**src/sps_pkg.sv**
```systemverilog
// package of constants and carrier types for the serial port
package sps_pkg;
   localparam int      WORD_W       = 16;
   localparam int      FIFO_DEPTH   = 8;
   localparam int      BITS_BYTE    = 8;
   localparam int      BITS_WORD    = 16;
   localparam int      MSB_BYTE     = 7;
   localparam int      MSB_WORD     = 15;
   localparam int      LSB_IN       = 0;
   localparam int      CORE_DIV     = 4;
   localparam logic [4:0] CNT_ZERO  = 5'h00;
   localparam logic [15:0] WORD_RST = 16'h0000;
   localparam logic [9:0] DIV_RST   = 10'h000;

   typedef enum logic [1:0] {
      SPS_IDLE  = 2'b00,
      SPS_FRAME = 2'b01,
      SPS_SHIFT = 2'b10
   } sps_state_t;

   typedef struct packed {
      logic       enable;
      logic       master;
      logic       word16;
      logic       cke;
      logic       clock_idle_polarity;
      logic       smp;
      logic       ss_en;
      logic       out_dis;
      logic       frm_en;
      logic       frm_in;
      logic       stop_idle;
      logic [1:0] pri_pre;
      logic [2:0] sec_pre;
   } sps_cfg_t;

   typedef struct packed {
      logic       xfer_done;
      logic       overflow;
      logic       tx_full;
      logic       rx_full;
      logic       irq;
   } sps_stat_t;
endpackage : sps_pkg

```
**src/sps_fifo.sv**
```systemverilog
// parameterised valid/ready fifo in the transmit data path
`timescale 1ns/1ns
module sps_fifo #(
   parameter int WIDTH = 16,
   parameter int DEPTH = 8
) (
   input  wire logic             core_clk_in,
   input  wire logic             nrst_in,
   input  wire logic             in_valid_in,
   output logic                  in_ready_out,
   input  wire logic [WIDTH-1:0] in_data_in,
   output logic                  out_valid_out,
   input  wire logic             out_ready_in,
   output logic      [WIDTH-1:0] out_data_out
);
   localparam int AW = $clog2(DEPTH);
   logic [WIDTH-1:0] mem [DEPTH];
   logic [AW-1:0]    wr_q;
   logic [AW-1:0]    rd_q;
   logic [AW:0]      cnt_q;
   logic             push;
   logic             pop;
   logic [AW:0]      cnt_d;
   logic             rdy_q;

   // ready comes from a flop so the port output is registered
   assign in_ready_out  = rdy_q;
   assign out_valid_out = (cnt_q != '0);
   assign out_data_out  = mem[rd_q];
   assign push = in_valid_in & in_ready_out;
   assign pop  = out_valid_out & out_ready_in;
   assign cnt_d = cnt_q + (AW+1)'(push) - (AW+1)'(pop);

   always_ff @(posedge core_clk_in) begin
      if (!nrst_in) begin
         wr_q  <= '0;
         rd_q  <= '0;
         cnt_q <= '0;
         rdy_q <= 1'b1;
      end else begin
         if (push) begin
            mem[wr_q] <= in_data_in;
            wr_q      <= wr_q + 1'b1;
         end
         if (pop) begin
            rd_q <= rd_q + 1'b1;
         end
         cnt_q <= cnt_d;
         rdy_q <= (cnt_d != (AW+1)'(DEPTH));
      end
   end
endmodule : sps_fifo

```
**src/sps_port.sv**
```systemverilog
// serial peripheral port, master or slave, with frame and select support
`timescale 1ns/1ns
module sps_port (
   input  wire logic              core_clk_in,
   input  wire logic              nrst_in,
   input  wire sps_pkg::sps_cfg_t cfg_in,
   input  wire logic              xfer_irq_enable_in,
   input  wire logic              sleep_in,
   input  wire logic              cpu_idle_in,
   input  wire logic              buf_wr_in,
   input  wire logic [15:0]       buf_wdata_in,
   output logic                   buf_wr_ready_out,
   input  wire logic              buf_rd_in,
   output logic [15:0]            buf_rdata_out,
   input  wire logic              clr_done_in,
   input  wire logic              clr_ovf_in,
   output sps_pkg::sps_stat_t     stat_out,
   input  wire logic              shift_clock_pin_in,
   output logic                   shift_clock_pin_out,
   output logic                   shift_clock_pin_oe_n_out,
   input  wire logic              serial_in_pin_in,
   output logic                   serial_out_pin_out,
   output logic                   serial_out_pin_oe_n_out,
   input  wire logic              slave_select_n_pin_in,
   output logic                   slave_select_n_pin_out,
   output logic                   slave_select_n_pin_oe_n_out
);
   typedef struct packed {
      sps_pkg::sps_state_t st;
      logic [15:0] sr;
      logic [15:0] rxb;
      logic [4:0]  cnt;
      logic [9:0]  div;
      logic        sck;
      logic        sck_in;
      logic        ss_in;
      logic        rx_full;
      logic        ovf;
      logic        done;
      logic        irq;
      logic        width;
      logic        fs;
      logic        sdo;
      logic        sdo_oe_n;
      logic        sck_oe_n;
      logic        fs_oe_n;
      logic        loaded;
   } sps_regs_t;

   sps_regs_t r_q;
   sps_regs_t r_d;

   logic        tx_valid;
   logic        tx_pop;
   logic [15:0] tx_data;

   // transmit holding words queue behind the data address
   sps_fifo #(
      .WIDTH (sps_pkg::WORD_W),
      .DEPTH (sps_pkg::FIFO_DEPTH)
   ) u_txq (
      .core_clk_in   (core_clk_in),
      .nrst_in       (nrst_in),
      .in_valid_in   (buf_wr_in),
      .in_ready_out  (buf_wr_ready_out),
      .in_data_in    (buf_wdata_in),
      .out_valid_out (tx_valid),
      .out_ready_in  (tx_pop),
      .out_data_out  (tx_data)
   );

   // half period minus one in core cycles: 4/2 times primary times secondary
   function automatic logic [9:0] half_m1(input logic [1:0] p,
                                          input logic [2:0] s);
      logic [11:0] pf;
      logic [11:0] sf;
      logic [11:0] prod;
      pf      = 12'h040 >> {p, 1'b0};
      sf      = 12'(4'h8 - {1'b0, s});
      // the slowest setting gives 1024, so work wider than the counter
      prod    = (pf * sf * 12'(sps_pkg::CORE_DIV)) >> 1;
      half_m1 = 10'(prod - 12'h001);
   endfunction : half_m1

   function automatic logic [4:0] nbits(input logic w);
      nbits = w ? 5'(sps_pkg::BITS_WORD) : 5'(sps_pkg::BITS_BYTE);
   endfunction : nbits

   logic run;
   logic sel_ok;
   logic lead_edge;
   logic trail_edge;
   logic tx_edge;
   logic rx_edge;
   logic msb;
   logic last;
   logic [15:0] shifted;
   logic fin;

   always_comb begin
      r_d = r_q;
      tx_pop = 1'b0;
      fin = 1'b0;
      // sleep and stop-in-idle halt the port and abort the transfer, resetting state, count and divider
      run = cfg_in.enable & ~sleep_in
            & ~(cpu_idle_in & cfg_in.stop_idle);
      sel_ok = cfg_in.master | ~cfg_in.ss_en | cfg_in.frm_en
               | ~r_q.ss_in;
      r_d.sck_in = shift_clock_pin_in;
      r_d.ss_in  = slave_select_n_pin_in;
      lead_edge  = 1'b0;
      trail_edge = 1'b0;
      msb  = r_q.width ? r_q.sr[sps_pkg::MSB_WORD]
                       : r_q.sr[sps_pkg::MSB_BYTE];
      shifted = {r_q.sr[14:0], serial_in_pin_in};
      last = (r_q.cnt == nbits(r_q.width) - 5'h01);
      if (cfg_in.master) begin
         if (r_q.st != sps_pkg::SPS_IDLE) begin
            if (r_q.div == half_m1(cfg_in.pri_pre, cfg_in.sec_pre)) begin
               r_d.div = sps_pkg::DIV_RST;
               r_d.sck = ~r_q.sck;
               lead_edge  = (r_q.sck == cfg_in.clock_idle_polarity);
               trail_edge = ~lead_edge;
            end else begin
               r_d.div = r_q.div + 10'h001;
            end
         end else begin
            r_d.div = sps_pkg::DIV_RST;
            r_d.sck = cfg_in.clock_idle_polarity;
         end
      end else begin
         lead_edge  = (r_q.sck_in == cfg_in.clock_idle_polarity)
                      & (shift_clock_pin_in != cfg_in.clock_idle_polarity);
         trail_edge = (r_q.sck_in != cfg_in.clock_idle_polarity)
                      & (shift_clock_pin_in == cfg_in.clock_idle_polarity);
      end
      // cke=1 changes data leaving active level, so capture on leading edge
      tx_edge = cfg_in.cke ? trail_edge : lead_edge;
      rx_edge = cfg_in.cke ? lead_edge : trail_edge;
      // a read frees the buffer first, so a word completing now still lands
      if (buf_rd_in) begin
         r_d.rx_full = 1'b0;
         r_d.ovf = 1'b0;
      end
      r_d.fs = 1'b0;
      case (r_q.st)
         sps_pkg::SPS_IDLE: begin
            r_d.cnt = sps_pkg::CNT_ZERO;
            if (run & tx_valid & ~r_q.ovf & cfg_in.master) begin
               r_d.sr = tx_data;
               tx_pop = 1'b1;
               r_d.loaded = 1'b1;
               r_d.st = cfg_in.frm_en ? sps_pkg::SPS_FRAME
                                      : sps_pkg::SPS_SHIFT;
            end else if (run & ~cfg_in.master & sel_ok & ~r_q.ovf) begin
               if (tx_valid & ~r_q.loaded) begin
                  r_d.sr = tx_data;
                  tx_pop = 1'b1;
                  r_d.loaded = 1'b1;
               end
               if (cfg_in.frm_en & cfg_in.frm_in) begin
                  if (slave_select_n_pin_in & rx_edge)
                     r_d.st = sps_pkg::SPS_SHIFT;
               end else if (lead_edge | trail_edge) begin
                  r_d.st = sps_pkg::SPS_SHIFT;
                  if (rx_edge) begin
                     r_d.sr  = {r_d.sr[14:0], serial_in_pin_in};
                     r_d.cnt = 5'h01;
                  end
               end
            end
         end
         sps_pkg::SPS_FRAME: begin
            r_d.fs = 1'b1;
            if (tx_edge) r_d.st = sps_pkg::SPS_SHIFT;
         end
         sps_pkg::SPS_SHIFT: begin
            if (rx_edge) begin
               r_d.sr  = shifted;
               r_d.cnt = r_q.cnt + 5'h01;
               if (last) begin
                  r_d.done = 1'b1;
                  fin = 1'b1;
                  r_d.st = sps_pkg::SPS_IDLE;
                  r_d.loaded = 1'b0;
                  if (r_d.rx_full) begin
                     r_d.ovf = 1'b1;
                  end else begin
                     r_d.rxb = r_q.width ? shifted
                               : {8'h00, shifted[7:0]};
                     r_d.rx_full = 1'b1;
                  end
                  if (tx_valid & ~cfg_in.master) begin
                     r_d.sr = tx_data;
                     tx_pop = 1'b1;
                     r_d.loaded = 1'b1;
                  end
               end
            end
            if (tx_edge & (r_q.cnt != sps_pkg::CNT_ZERO)) begin
               r_d.sdo = msb;
            end
         end
         default: r_d.st = sps_pkg::SPS_IDLE;
      endcase
      // last bit stays on the pin through the final capture edge
      if (r_q.st == sps_pkg::SPS_IDLE)
         r_d.sdo = r_d.width ? r_d.sr[15] : r_d.sr[7];
      // select high or port halted: abort and restart at the msb
      if (~run | (~cfg_in.master & ~sel_ok) | r_q.ovf) begin
         if (~r_q.ovf | ~run | ~sel_ok) begin
            r_d.st  = sps_pkg::SPS_IDLE;
            r_d.cnt = sps_pkg::CNT_ZERO;
            r_d.div = sps_pkg::DIV_RST;
            r_d.sck = cfg_in.clock_idle_polarity;
         end
      end
      if (clr_ovf_in & ~(r_d.ovf & ~r_q.ovf)) r_d.ovf = r_d.ovf & ~r_q.ovf;
      // a completion in the same cycle wins over the clear
      if (clr_done_in & ~fin) r_d.done = 1'b0;
      if (r_q.width != cfg_in.word16) begin
         r_d.width = cfg_in.word16;
         r_d.st = sps_pkg::SPS_IDLE;
         r_d.cnt = sps_pkg::CNT_ZERO;
         r_d.rx_full = 1'b0;
         r_d.loaded = 1'b0;
      end
      r_d.irq = r_q.done & xfer_irq_enable_in;
      r_d.sck_oe_n = ~(cfg_in.enable & cfg_in.master);
      r_d.sdo_oe_n = ~(cfg_in.enable & ~cfg_in.out_dis & run
                       & (cfg_in.master | ~cfg_in.ss_en
                          | cfg_in.frm_en | ~slave_select_n_pin_in));
      r_d.fs_oe_n = ~(cfg_in.enable & cfg_in.frm_en
                      & ~cfg_in.frm_in);
   end

   always_ff @(posedge core_clk_in) begin
      if (!nrst_in) begin
         r_q <= '0;
         r_q.st <= sps_pkg::SPS_IDLE;
         r_q.ss_in <= 1'b1;
         r_q.sdo_oe_n <= 1'b1;
         r_q.sck_oe_n <= 1'b1;
         r_q.fs_oe_n <= 1'b1;
      end else begin
         r_q <= r_d;
      end
   end

   assign buf_rdata_out             = r_q.rxb;
   assign stat_out.xfer_done        = r_q.done;
   assign stat_out.overflow         = r_q.ovf;
   assign stat_out.tx_full          = ~buf_wr_ready_out;
   assign stat_out.rx_full          = r_q.rx_full;
   assign stat_out.irq              = r_q.irq;
   assign shift_clock_pin_out       = r_q.sck;
   assign shift_clock_pin_oe_n_out  = r_q.sck_oe_n;
   assign serial_out_pin_out        = r_q.sdo;
   assign serial_out_pin_oe_n_out   = r_q.sdo_oe_n;
   assign slave_select_n_pin_out    = r_q.fs;
   assign slave_select_n_pin_oe_n_out = r_q.fs_oe_n;
endmodule : sps_port

```
**config.mk**
```make
export PLATFORM = sky130hd
export DESIGN_NAME = sps_port
export DESIGN_NICKNAME = d
export VERILOG_FILES = /design/src/sps_pkg.sv /design/src/sps_fifo.sv /design/src/sps_port.sv
export SDC_FILE = /design/constraint.sdc
export NUM_CORES = 1
export LEC_CHECK = 0
export BUFFER_PORTS_ARGS = -buffer_cell sky130_fd_sc_hd__buf_2
export CAP_MARGIN = 20
export CORE_MARGIN = 4
export CORE_UTILIZATION = 61
export DETAILED_ROUTE_END_ITERATION = 6
export HOLD_SLACK_MARGIN = 0.08
export PLACE_DENSITY = 0.8
export SLEW_MARGIN = 20
export SYNTH_ARGS = -nofsm -noshare
export SYNTH_HDL_FRONTEND = slang
export SYNTH_HIERARCHICAL = 1
export SYNTH_SLANG_ARGS = --single-unit
```
**constraint.sdc**
```tcl
create_clock -name core_clk_in -period 7.3 [get_ports core_clk_in]
set_input_delay 0.73 -clock core_clk_in [delete_from_list [all_inputs] [get_ports core_clk_in]]
set_output_delay 0.73 -clock core_clk_in [all_outputs]
set_load 0.1 [all_outputs]
```
Yosys cells after proc, flatten, opt, wreduce, memory -nomap -nowiden
Memories as Yosys holds them, arrays and structs flattened. A register that Yosys moved wholly into a read port is not among the register bits. Index checks and enable logic that the tools add are counted.

Flip-flop bits (word level): 74. Memory bits (writable): 128. Logic and storage cells: 200. Memories kept: 1.

Add/sub/neg operators: 9. Multipliers: 1. Equal/unequal tests: 15. Shift operators: 1. Muxes and demuxes: 76. Bitwise operators: 60. Reduce and logical (&&, ||, !) cells: 13.

Memory list: u_txq.mem (words 8, bits a word 16, read ports 1, clocked after memory_dff 1, write ports 1, RTL line sps_fifo.sv:17) `logic [WIDTH-1:0] mem [DEPTH];`.

Operator list (number): 16-bit 2-to-1 mux (11); 18-bit 2-to-1 mux (3); 1-bit 2-to-1 mux (39); 39-bit 2-to-1 mux (1); 34-bit 2-to-1 mux (1); 16-bit case mux with 2 select lines (1); 1-bit bitwise AND (29); 11-bit 2-to-1 mux (2); 1-bit NOT (22); 3-bit 2-to-1 mux (5); 2-bit 2-to-1 mux (7); 12-bit by 5-bit multiplier with 9-bit output (1); 7-bit by 3-bit >> shifter with 12-bit output (first input constant) (1); 10-bit by 1-bit adder with 10-bit output (second input constant) (1); 10-bit equality test (1); 10-bit 2-to-1 mux (1); 5-bit case mux with 2 select lines (1); 10-bit by 1-bit subtractor with 10-bit output (second input constant) (1); 1-bit bitwise OR (9); 3-bit by 1-bit adder with 3-bit output (second input constant) (2); 3-bit inequality test (second input constant) (2); 2-bit case mux with 3 select lines (1); 3-bit AND reduction (2); 2-bit nonzero test (3); 21 further kinds (28).

Logic depth before layout (Yosys ltp)
Gate-level depths: netlist (run 1).

Word-level depth: 17. Depth in mapped cells: 26. Gate-level depth less buffers: 24.

Modules after synthesis
The synthesis (run 1) kept the hierarchy.

By module, submodules not included: sps_fifo (times used 1, cells each 264, area each 5626.6 sq um, sequential area each 4124.0 sq um); sps_port (times used 1, cells each 505, area each 4315.4 sq um, sequential area each 1261.2 sq um).

Worst setup path after synthesis (run 1)
No wires, ideal clock.

Path type: input-to-reg. Start: input cfg_in[0] in the netlist's numbering. End: register u_txq.rdy_q (netlist: u_txq/in_ready_out). Setup time: 0.126 ns. Arrival: 5.628 ns. Data required time: 7.174 ns. Slack: 1.546 ns. Stages: 25. Cell sequence: or3_1 > nor2_1 > ha_1 > inv_1 > fa_1 > inv_1 > ha_1 > or2_4 > nor4_1 > o21ai_1 > xnor2_1 > nand3_2 > o41a_2 > buf_4 > nor2_8 > a32o_1 > and2_1 > clkbuf_1 > xnor2_1 > ha_1 > inv_1 > fa_1 > xnor2_1 > nor3b_1 > o21ai_0.

Longest elaborated chain between the ends: 13. Elaborated cells between the ends (all ways): 16.

RTL lines: start: declaration (RTL line sps_port.sv:6) `input wire sps_pkg::sps_cfg_t cfg_in,`; 4-bit by 3-bit subtractor with 5-bit output * (RTL line sps_port.sv:79) `sf = 12'(4'h8 - {1'b0, s});`; 12-bit by 5-bit multiplier with 9-bit output * (RTL line sps_port.sv:81) `prod = (pf * sf * 12'(sps_pkg::CORE_DIV)) >> 1;`; 10-bit by 1-bit subtractor with 10-bit output * (RTL line sps_port.sv:82) `half_m1 = 10'(prod - 12'h001);`; 10-bit equality test * (RTL line sps_port.sv:119) `if (r_q.div == half_m1(cfg_in.pri_pre, cfg_in.sec_pre)) begin`; 1-bit 2-to-1 mux (RTL line sps_port.sv:119); 1-bit 2-to-1 mux (RTL line sps_port.sv:118) `if (r_q.st != sps_pkg::SPS_IDLE) begin`; 1-bit 2-to-1 mux (RTL line sps_port.sv:117) `if (cfg_in.master) begin`; 1-bit 2-to-1 mux * (RTL line sps_port.sv:139) `rx_edge = cfg_in.cke ? lead_edge : trail_edge;`; 1-bit 2-to-1 mux * (RTL line sps_port.sv:178) `if (rx_edge) begin`; 1-bit case mux with 2 select lines * (RTL line sps_port.sv:146) `case (r_q.st)`; net tx_pop (RTL line sps_port.sv:54) `logic tx_pop;`; 1-bit bitwise AND * (RTL line sps_fifo.sv:31) `assign pop = out_valid_out & out_ready_in;`; 4-bit by 1-bit subtractor with 4-bit output * (RTL line sps_fifo.sv:32) `assign cnt_d = cnt_q + (AW+1)'(push) - (AW+1)'(pop);`; 4-bit inequality test * (RTL line sps_fifo.sv:49) `rdy_q <= (cnt_d != (AW+1)'(DEPTH));`; end signal: assignment (RTL line sps_fifo.sv:49); end: declaration (RTL line sps_fifo.sv:24) `logic rdy_q;`.

Mark *: on every way through the listed nets, which the timed path passes. The rest lies on a longest branch. A chain may end at the register's enable or synchronous reset.

Final worst setup path (run 1)
Ends and elaborated chain as after synthesis.

==> key figures, run 1 <==
Pwr
  • Pleak: just under 4 nW
  • Int Pwr: ~2.1 mW
  • Clock Power Share: around 36%
  • Sw power: 797 uW
  • Peak supply drop: approximately 0.22 mV
  • Cell Pwr Density: between 200 and 300 nW/um2
  • Sw Share: 27.2%
  • Comb pwr share: a little under a fifth
  • Flop pwr share: between 40 and 50%

CTS
  • Inserted Clock Buffers: 22
  • Root buf cell: clkbuf_16
  • H-tree levels: 1
  • Num Clock Sinks: 205
  • Worst-skew pair later-pin latency: around 0.5 ns
  • CTS tree: built
  • Post-CTS Setup Bufs: 0
  • Clk slew on worst S/H paths: ~0.060 ns
  • # hold bufs at CTS: 0
  • Resized Gates After CTS: 0
  • Buffer depth of the longest clock path: 3

Floorplanning
  • Core area: ~16000 um2
  • Die area: 18400 um2
  • Chip Width: between 100 and 150 um
  • Num rows: 46
  • Starting density of the core: 62.4%
  • Die height: between 100 and 150 um
  • Io pins: 72

Detailed routing
  • Routed vias: around 6600
  • Post-Route WL: around 21000 um
  • First-pass DRT Iterations: 7
  • Initial DRC count: 639
  • Vias per inst: between 6 and 7
  • Drt drc: 0
  • Routed len/inst: 20.4 um
  • Post-DRT Antenna Nets: 0

Critical path
  • Worst EP required: roughly 7.7 ns
  • Setup crit end kind: register
  • Slowest-stage cell, CP: o41a_2
  • Max stage delay on crit path: a little under 0.7 ns
  • Startpoint Class: primary input
  • R2R cell count: 16
  • FF-to-FF Start: r_q[23]
  • Worst path cell trace: buf_2 -> or3_1 -> nor2_1 -> ha_1 -> inv_1 -> fa_1 -> inv_1 -> ha_1 -> or2_4 -> nor4_1 -> o21ai_1 -> xnor2_1 -> nand3_2 -> o41a_2 -> nor2_8 -> a32o_1 -> and2_1 -> xnor2_1 -> ha_1 -> inv_1 -> fa_1 -> xnor2_1 -> nor3b_1 -> o21ai_0
  • Critical path data arrival time: 6.20 ns
  • Worst flop-to-flop path endpoint: u_txq/in_ready_out
  • Crit path kind: in2reg
  • Crit-path max FO: 12
  • Worst reg-to-reg setup slack: 3.16 ns

Global routing
  • Vias in the first global route: 6279
  • Total GRT Usage: approximately 23%
  • Initial antenna violation count: 1
  • GR Overflow Total: 0
  • Largest net degree at the start of global routing: 43
  • First-pass GRT wire length: 33400 um

Timing
  • RSZ-0062 raised after global routing: no
  • Fin crit share: between 70% and 80%
  • Max Freq: ~170 MHz
  • Tmin final: between 5 and 6 ns
  • Setup TNS: 0 ns
  • Slew HR: 27.0%
  • Count of final hold-check violations: 0
  • Worst Tran Pin Value: 1.09 ns
  • Final setup skew: approximately 0.0087 ns
  • Final setup vio count: 0
  • Slew Limit Fails: 0

Place
  • DP Area: just over 10000 um2
  • HPWL Detailed: approximately 13000 um
  • Routability cong.: between 0.8 and 0.9
  • Port Buf Inserts: 70

Worst hold path
  • Hold Crit Class: in2reg
  • Hold_sp: buf_rd_in
  • Hold path cells: 2
  • Endpoint of the worst hold path: stat_out[3]

Synthesis
  • Netlist cell types: ~70
  • Post-synthesis sequential area ratio: a little over half
  • Syn Area/Cell: 12.9 um2
  • Synthesis Warnings: 6
  • Asr flop ratio synth: 0%
  • Primary flip-flop cell chosen by synthesis mapping: edfxtp_1
  • Netlist Area Pre-Place: 9940 um2
  • Synth Instances: slightly below 800
  • FF+latch count, synth: around 210
  • Post-synth EDFFs: 128
  • Syn nets: roughly 840

Flow run
  • MaxCap Viol Count: 0

Layout
  • Final core occ: 68.8%
  • Share of cells above drive strength 1: between 20% and 30%
  • Design Area, Final: about 11000 um2
  • Filler cell count: about 1100
  • Fin nets: a little under 900
  • Antenna Cells: 0
  • Synthesis-to-layout area growth: 10.4%

Outcome
  • Status: finished, final reports clean
## worst max path at each step
stage,from,endpoint,cells past startpoint
floorplan,cfg_in[0],u_txq/in_ready_out,25
global placement,cfg_in[0],u_txq/in_ready_out,24
detailed placement,cfg_in[0],u_txq/in_ready_out,24
CTS,cfg_in[0],u_txq/in_ready_out,24
global route,cfg_in[0],u_txq/in_ready_out,24
finish,cfg_in[0],u_txq/in_ready_out,24
## power by group through the flow
stage	Clock, mW	Combinational, mW	Sequential, mW
detailed placement	0	0.526	1.37
global placement	0	0.500	1.36
finish	1.04	0.538	1.35
CTS	1.06	0.532	1.35
global route	1.11	0.575	1.35
floorplan	0	0.384	1.38
## metrics by stage
| step | hold slack, ns | instances | setup slack (ns) | power (mW) |
|---|---|---|---|---|
| floorplan | 0.432 | 769 | 1.55 | 1.76 |
| finish | 0.402 | 1042 | 1.48 | 2.93 |
| CTS | 0.395 | 1040 | 1.52 | 2.94 |
| global placement | 0.441 | 1000 | 1.13 | 1.86 |
| detailed placement | 0.444 | 1000 | 1.04 | 1.89 |
| global route | 0.411 | 1042 | 1.07 | 3.04 |
## flip-flops by register name (all words and copies together) (netlist names), named ones only
signal	cells
u_txq/in_ready_out	1
buf_rdata_out	16
u_txq/cnt_q	4
serial_out_pin_out	1
serial_out_pin_oe_n_out	1
u_txq/rd_q	3
slave_select_n_pin_oe_n_out	1
u_txq/mem	128
slave_select_n_pin_out	1
shift_clock_pin_out	1
r_q	37
shift_clock_pin_oe_n_out	1
u_txq/wr_q	3
stat_out	4
## worst max-delay path, delay by kind of cell
family,cells,cell delay (ns)
fa+ha+maj,5,1.57
compound gates,4,1.19
simple gates,8,1.90
xor+xnor,3,0.52
buf+inv,4,0.29
## kinds of logic after synthesis
kind of cell               after synthesis  synth area share (%)
DFF                                    205                  54.2
adders and majority gates               22                  3.00
and+or+nand+nor                        224                  12.0
muxes                                   75                  15.1
buffers and inverters                   81                  4.59
AOI/OAI and AO/OA                      138                  8.88
xor gates and xnor gates                24                  2.25
## cell type report
class                           count  area [um2]  share of cell area (%)
Sequential cell                   205        5390                    49.1
Timing Repair Buffer               77         410                    3.74
Tap cell                          216         270                    2.46
Multi-Input combinational cell    483        4140                    37.8
Inverter                           21        78.8                   0.718
Clock inverter                     12         101                   0.924
Clock buffer                       28         583                    5.31
## Yosys cell counts (4+ instances only)
master    count  area [um2]
edfxtp_1    128        3840
dfxtp_1      77        1540
nand2_1      61         229
a21oi_1      53         265
mux4_1       36         946
nor2_1       36         135
o21ai_0      33         165
mux2_2       22         248
buf_4        21         158
inv_1        21        78.8
clkbuf_1     20        75.1
ha_1         19         238
nor3_1       19        95.1
nand3_1      18        90.1
and2_1       14        87.6
nand2b_1     14        87.6
a222oi_1     13         130
and3_1       13        81.3
xnor2_1      13         114
mux4_2       11         248
xor2_1       10        87.6
nor3b_1       8        60.1
buf_2         6        30.0
mux2i_1       6        60.1
nand3b_1      6        45.0
o211ai_1      6        45.0
buf_1         5        18.8
buf_6         5        56.3
nor2b_1       5        31.3
o21ai_1       4        20.0
## routing by layer
layer  global-route usage, %  up-vias  part of all wire, %
li1                        -     3036                    -
met1                    30.6     3225                   41
met2                    40.1      282                   50
met3                    3.64       50                  6.4
met4                    5.66        2                  2.2
met5                       0        -                0.033
## cell usage in the layout, fill, tap and decap left out, drive strengths merged, types with 4 or more instances in the layout
master	count
or2	5
edfxtp	128
nand2	61
ha	19
mux4	47
xnor2	13
nor2	37
nor3	22
a222oi	13
inv	21
nand2b	14
mux2i	6
nor3b	8
a21oi	53
nand3b	6
clkinv	10
mux2	22
buf	77
clkbuf	28
a211oi	4
nand3	20
o21ai	37
xor2	10
o211ai	7
dfxtp	77
nor2b	5
and3	13
and2	14
Power figures use the tool's default switching activity.
==> run 2: changes to the inputs <==
ABC_AREA = 1   (was default)
CORE_UTILIZATION = 55   (was 61)
PLACE_DENSITY = 0.75   (was 0.8)
clock period = 5.25 ns   (was 7.3 ns; I/O delays follow)
==> run 2 against run 1 <==
Worst setup slack worse by 0.96 ns. Register-to-register slack worse by 1.7 ns. Sequential power increased by 36%. Non-clock buffer count is 21 higher. Sequential share of layout area down 4.3 points. Sequential cell count unchanged. Global-route usage down 0.71 points. Critical path depth increased by 9. Cell count up 58%. Total power is 56% higher. Routed wire length up 12%. Critical path type unchanged.
==> key figures, run 2 <==
Floorplanning
  • Starting density of the core: 56.3% (-6.0 points)
  • Num rows: 50 (+8.7%)
  • Io pins: 72 (unchanged)
  • Die height: 147 um (+8.4%)
  • Core area: 18900 um2 (+19%)
  • Die area: 21600 um2 (+18%)
  • Chip Width: 147 um (+8.4%)

Pwr
  • Peak supply drop: 0.440 mV (+100%)
  • Cell Pwr Density: 379 nW/um2 (+42%)
  • Pleak: 5.28 nW (+35%)

Critical path
  • Worst flop-to-flop path endpoint: u_txq/in_ready_out
  • Startpoint Class: primary input
  • Crit-path max FO: 4 (-8)
  • Setup crit end kind: register
  • R2R cell count: 18 (+2)
  • Worst EP required: 5.63 ns (-2.04 ns)
  • Worst reg-to-reg setup slack: 1.50 ns (-1.66 ns)
  • Critical path data arrival time: 5.11 ns (-1.09 ns)
  • Crit path kind: in2reg
  • Top cell by count, worst path: inv_1
  • Max stage delay on crit path: 0.50 ns (-0.18 ns)
  • FF-to-FF Start: u_txq/cnt_q[2]
  • Slowest-stage cell, CP: fa_1

Layout
  • Share of cells above drive strength 1: 12.2% (-8.2 points)
  • Synthesis-to-layout area growth: 12.9%
  • Fin nets: 1438 (+64%)
  • Max reg flops: 128 (unchanged)
  • Final core occ: 63.6% (-5.2 points)
  • Most flop-heavy register: u_txq/mem
  • Antenna Cells: 0 (unchanged)
  • Commonest cells after routing, fill and taps aside: nand2_1, inv_1, edfxtp_1
  • Most common cell after layout, fill and taps aside: nand2_1

CTS
  • Worst-skew pair later-pin latency: 0.52 ns (+0.02 ns)
  • H-tree levels: 1 (unchanged)
  • Root buf cell: clkbuf_16
  • # hold bufs at CTS: 0 (unchanged)
  • Post-CTS Setup Bufs: 0 (unchanged)
  • CTS tree: built
  • Buffer depth of the longest clock path: 3 (unchanged)
  • Inserted Clock Buffers: 23 (+4.5%)
  • Clk slew on worst S/H paths: 0.06 ns (about the same)
  • Num Clock Sinks: 205 (unchanged)
  • Resized Gates After CTS: 0 (unchanged)

Detailed routing
  • Routed len/inst: 14.5 um (-29%)
  • Post-DRT Antenna Nets: 0 (unchanged)
  • Post-Route WL: 23900 um (+12%)
  • Vias per inst: 5.27 (-17%)
  • First-pass DRT Iterations: 5 (-2)
  • Initial DRC count: 593 (-7.2%)
  • Routed vias: 8690 (+32%)
  • Drt drc: 0 (unchanged)

Synthesis
  • Netlist cell types: 51 (-28%)
  • Most common cell in the synthesized netlist: nand2_1
  • Post-synth top area share: 36.1% (-2.5 points)
  • Synthesis Warnings: 6 (unchanged)
  • Syn nets: 1380 (+65%)
  • Netlist Area Pre-Place: 10600 um2 (+7.0%)
  • FF+latch count, synth: 205 (unchanged)
  • Asr flop ratio synth: 0% (unchanged)
  • Largest cells by area after synthesis: edfxtp_1, nand2_1, dfxtp_1
  • Primary flip-flop cell chosen by synthesis mapping: edfxtp_1
  • Post-synth EDFFs: 128 (unchanged)
  • Synth Instances: 1314 (+71%)
  • Post-synth top cells: nand2_1, inv_1, edfxtp_1
  • Post-synthesis sequential area ratio: 50.6% (-3.6 points)
  • Syn Area/Cell: 8.10 um2 (-37%)
  • Largest area contributor in the netlist: edfxtp_1

Global routing
  • Grt peak-use layer: met2
  • Vias in the first global route: 8315 (+32%)
  • First-pass GRT wire length: 39800 um (+19%)
  • Total GRT Usage: 22.3% (-0.71 points)
  • Largest net degree at the start of global routing: 42 (-2.3%)
  • GR Overflow Total: 0 (unchanged)
  • GRT met1 Usage: 27.4% (-3.2 points)
  • Met3 usage: 3.39% (-0.25 points)
  • M2 GR Usage: 40.6% (+0.48 points)
  • Initial antenna violation count: 2 (+1)

Worst hold path
  • Hold path cells: 2 (unchanged)
  • Endpoint of the worst hold path: stat_out[3]
  • Hold_sp: buf_rd_in
  • Hold Crit Class: in2reg

Place
  • Port Buf Inserts: 70 (unchanged)
  • Routability cong.: 0.863 (-0.28%)
  • HPWL Detailed: 15200 um (+14%)

Timing
  • Slew HR: 40.3% (+13 points)
  • Tmin final: 4.73 ns
  • Setup TNS: 0 ns (unchanged)
  • Fin crit share: 90.1%
  • Count of final hold-check violations: 0 (unchanged)
  • Max Freq: ~210 MHz
  • Final setup vio count: 0 (unchanged)
  • Slew Limit Fails: 0 (unchanged)
  • Worst Tran Pin Value: 0.894 ns (-0.197 ns)
  • RSZ-0062 raised after global routing: no
  • Final setup skew: 0.0128 ns (+0.00406 ns)

Outcome
  • Status: finished, final reports clean

Flow run
  • MaxCap Viol Count: 0 (unchanged)
-- run 2: kinds of logic (layout without fill, tap and decap cells) --
| group | Yosys count | count (layout) | share of synthesized area, % |
|---|---|---|---|
| flops | 205 | 205 | 50.6 |
| buf+inv | 213 | 287 | 9.21 |
| simple gates | 706 | 706 | 27.6 |
| xor+xnor | 12 | 12 | 0.988 |
| fa+ha+maj | 22 | 22 | 2.80 |
| compound gates | 152 | 152 | 8.38 |
| mux | 4 | 4 | 0.388 |
-- run 2: layout make-up --
| class | instances | area (um2) |
|---|---|---|
| multi-input cells | 896 | 4300 |
| inverters | 148 | 562 |
| fillers | 1591 | 6880 |
| well taps | 260 | 325 |
| clock inverters | 14 | 270 |
| repair buffers | 98 | 561 |
| flip-flops and latches | 205 | 5390 |
| clock buffers | 27 | 612 |
-- run 2: metrics by stage --
| stage | setup slack (ns) | power (mW) | area [um2] | hold slack [ns] | cells |
|---|---|---|---|---|---|
| finish | 0.518 | 4.55 | 12000 | 0.187 | 1648 |
| global route | 0.0658 | 4.77 | 12000 | 0.186 | 1648 |
| floorplan | 0.368 | 2.52 | 10600 | 0.433 | 1314 |
| global placement | 0.0323 | 2.71 | 11100 | 0.441 | 1607 |
| CTS | 0.484 | 4.57 | 12000 | 0.171 | 1648 |
| detailed placement | -0.0437 | 2.72 | 11100 | 0.445 | 1607 |
-- run 2: how the worst max path moves through the flow --
stage,slack [ns],end,depth (start not counted),from
after floorplan,0.37,u_txq/in_ready_out,32,cfg_in[0]
after global placement,0.03,u_txq/in_ready_out,33,cfg_in[0]
after detailed placement,-0.04,u_txq/in_ready_out,33,cfg_in[0]
after CTS,0.48,u_txq/in_ready_out,33,cfg_in[0]
after global routing,0.07,u_txq/in_ready_out,33,cfg_in[0]
final,0.52,u_txq/in_ready_out,33,cfg_in[0]
-- run 2: report_power, final --
| part | internal (mW) | leakage [nW] | total [mW] | switching [mW] |
|---|---|---|---|---|
| Clock | 1.19 | 0.429 | 1.85 | 0.659 |
| Sequential | 1.79 | 1.78 | 1.84 | 0.0511 |
| Combinational | 0.266 | 3.07 | 0.867 | 0.600 |
-- run 2: critical path: cells and delay by family --
family,cells,cell delay (ns)
simple gates,16,1.57
compound gates,3,0.54
buf+inv,8,0.57
fa+ha+maj,6,1.92
-- run 2: layer usage --
metal	share of wire [%]	vias to the layer above	wire length, um
met4	2.5	4	597
met3	6.0	54	1440
met5	0.096	-	23
met2	50	270	11900
met1	42	3968	10000
li1	-	4394	-
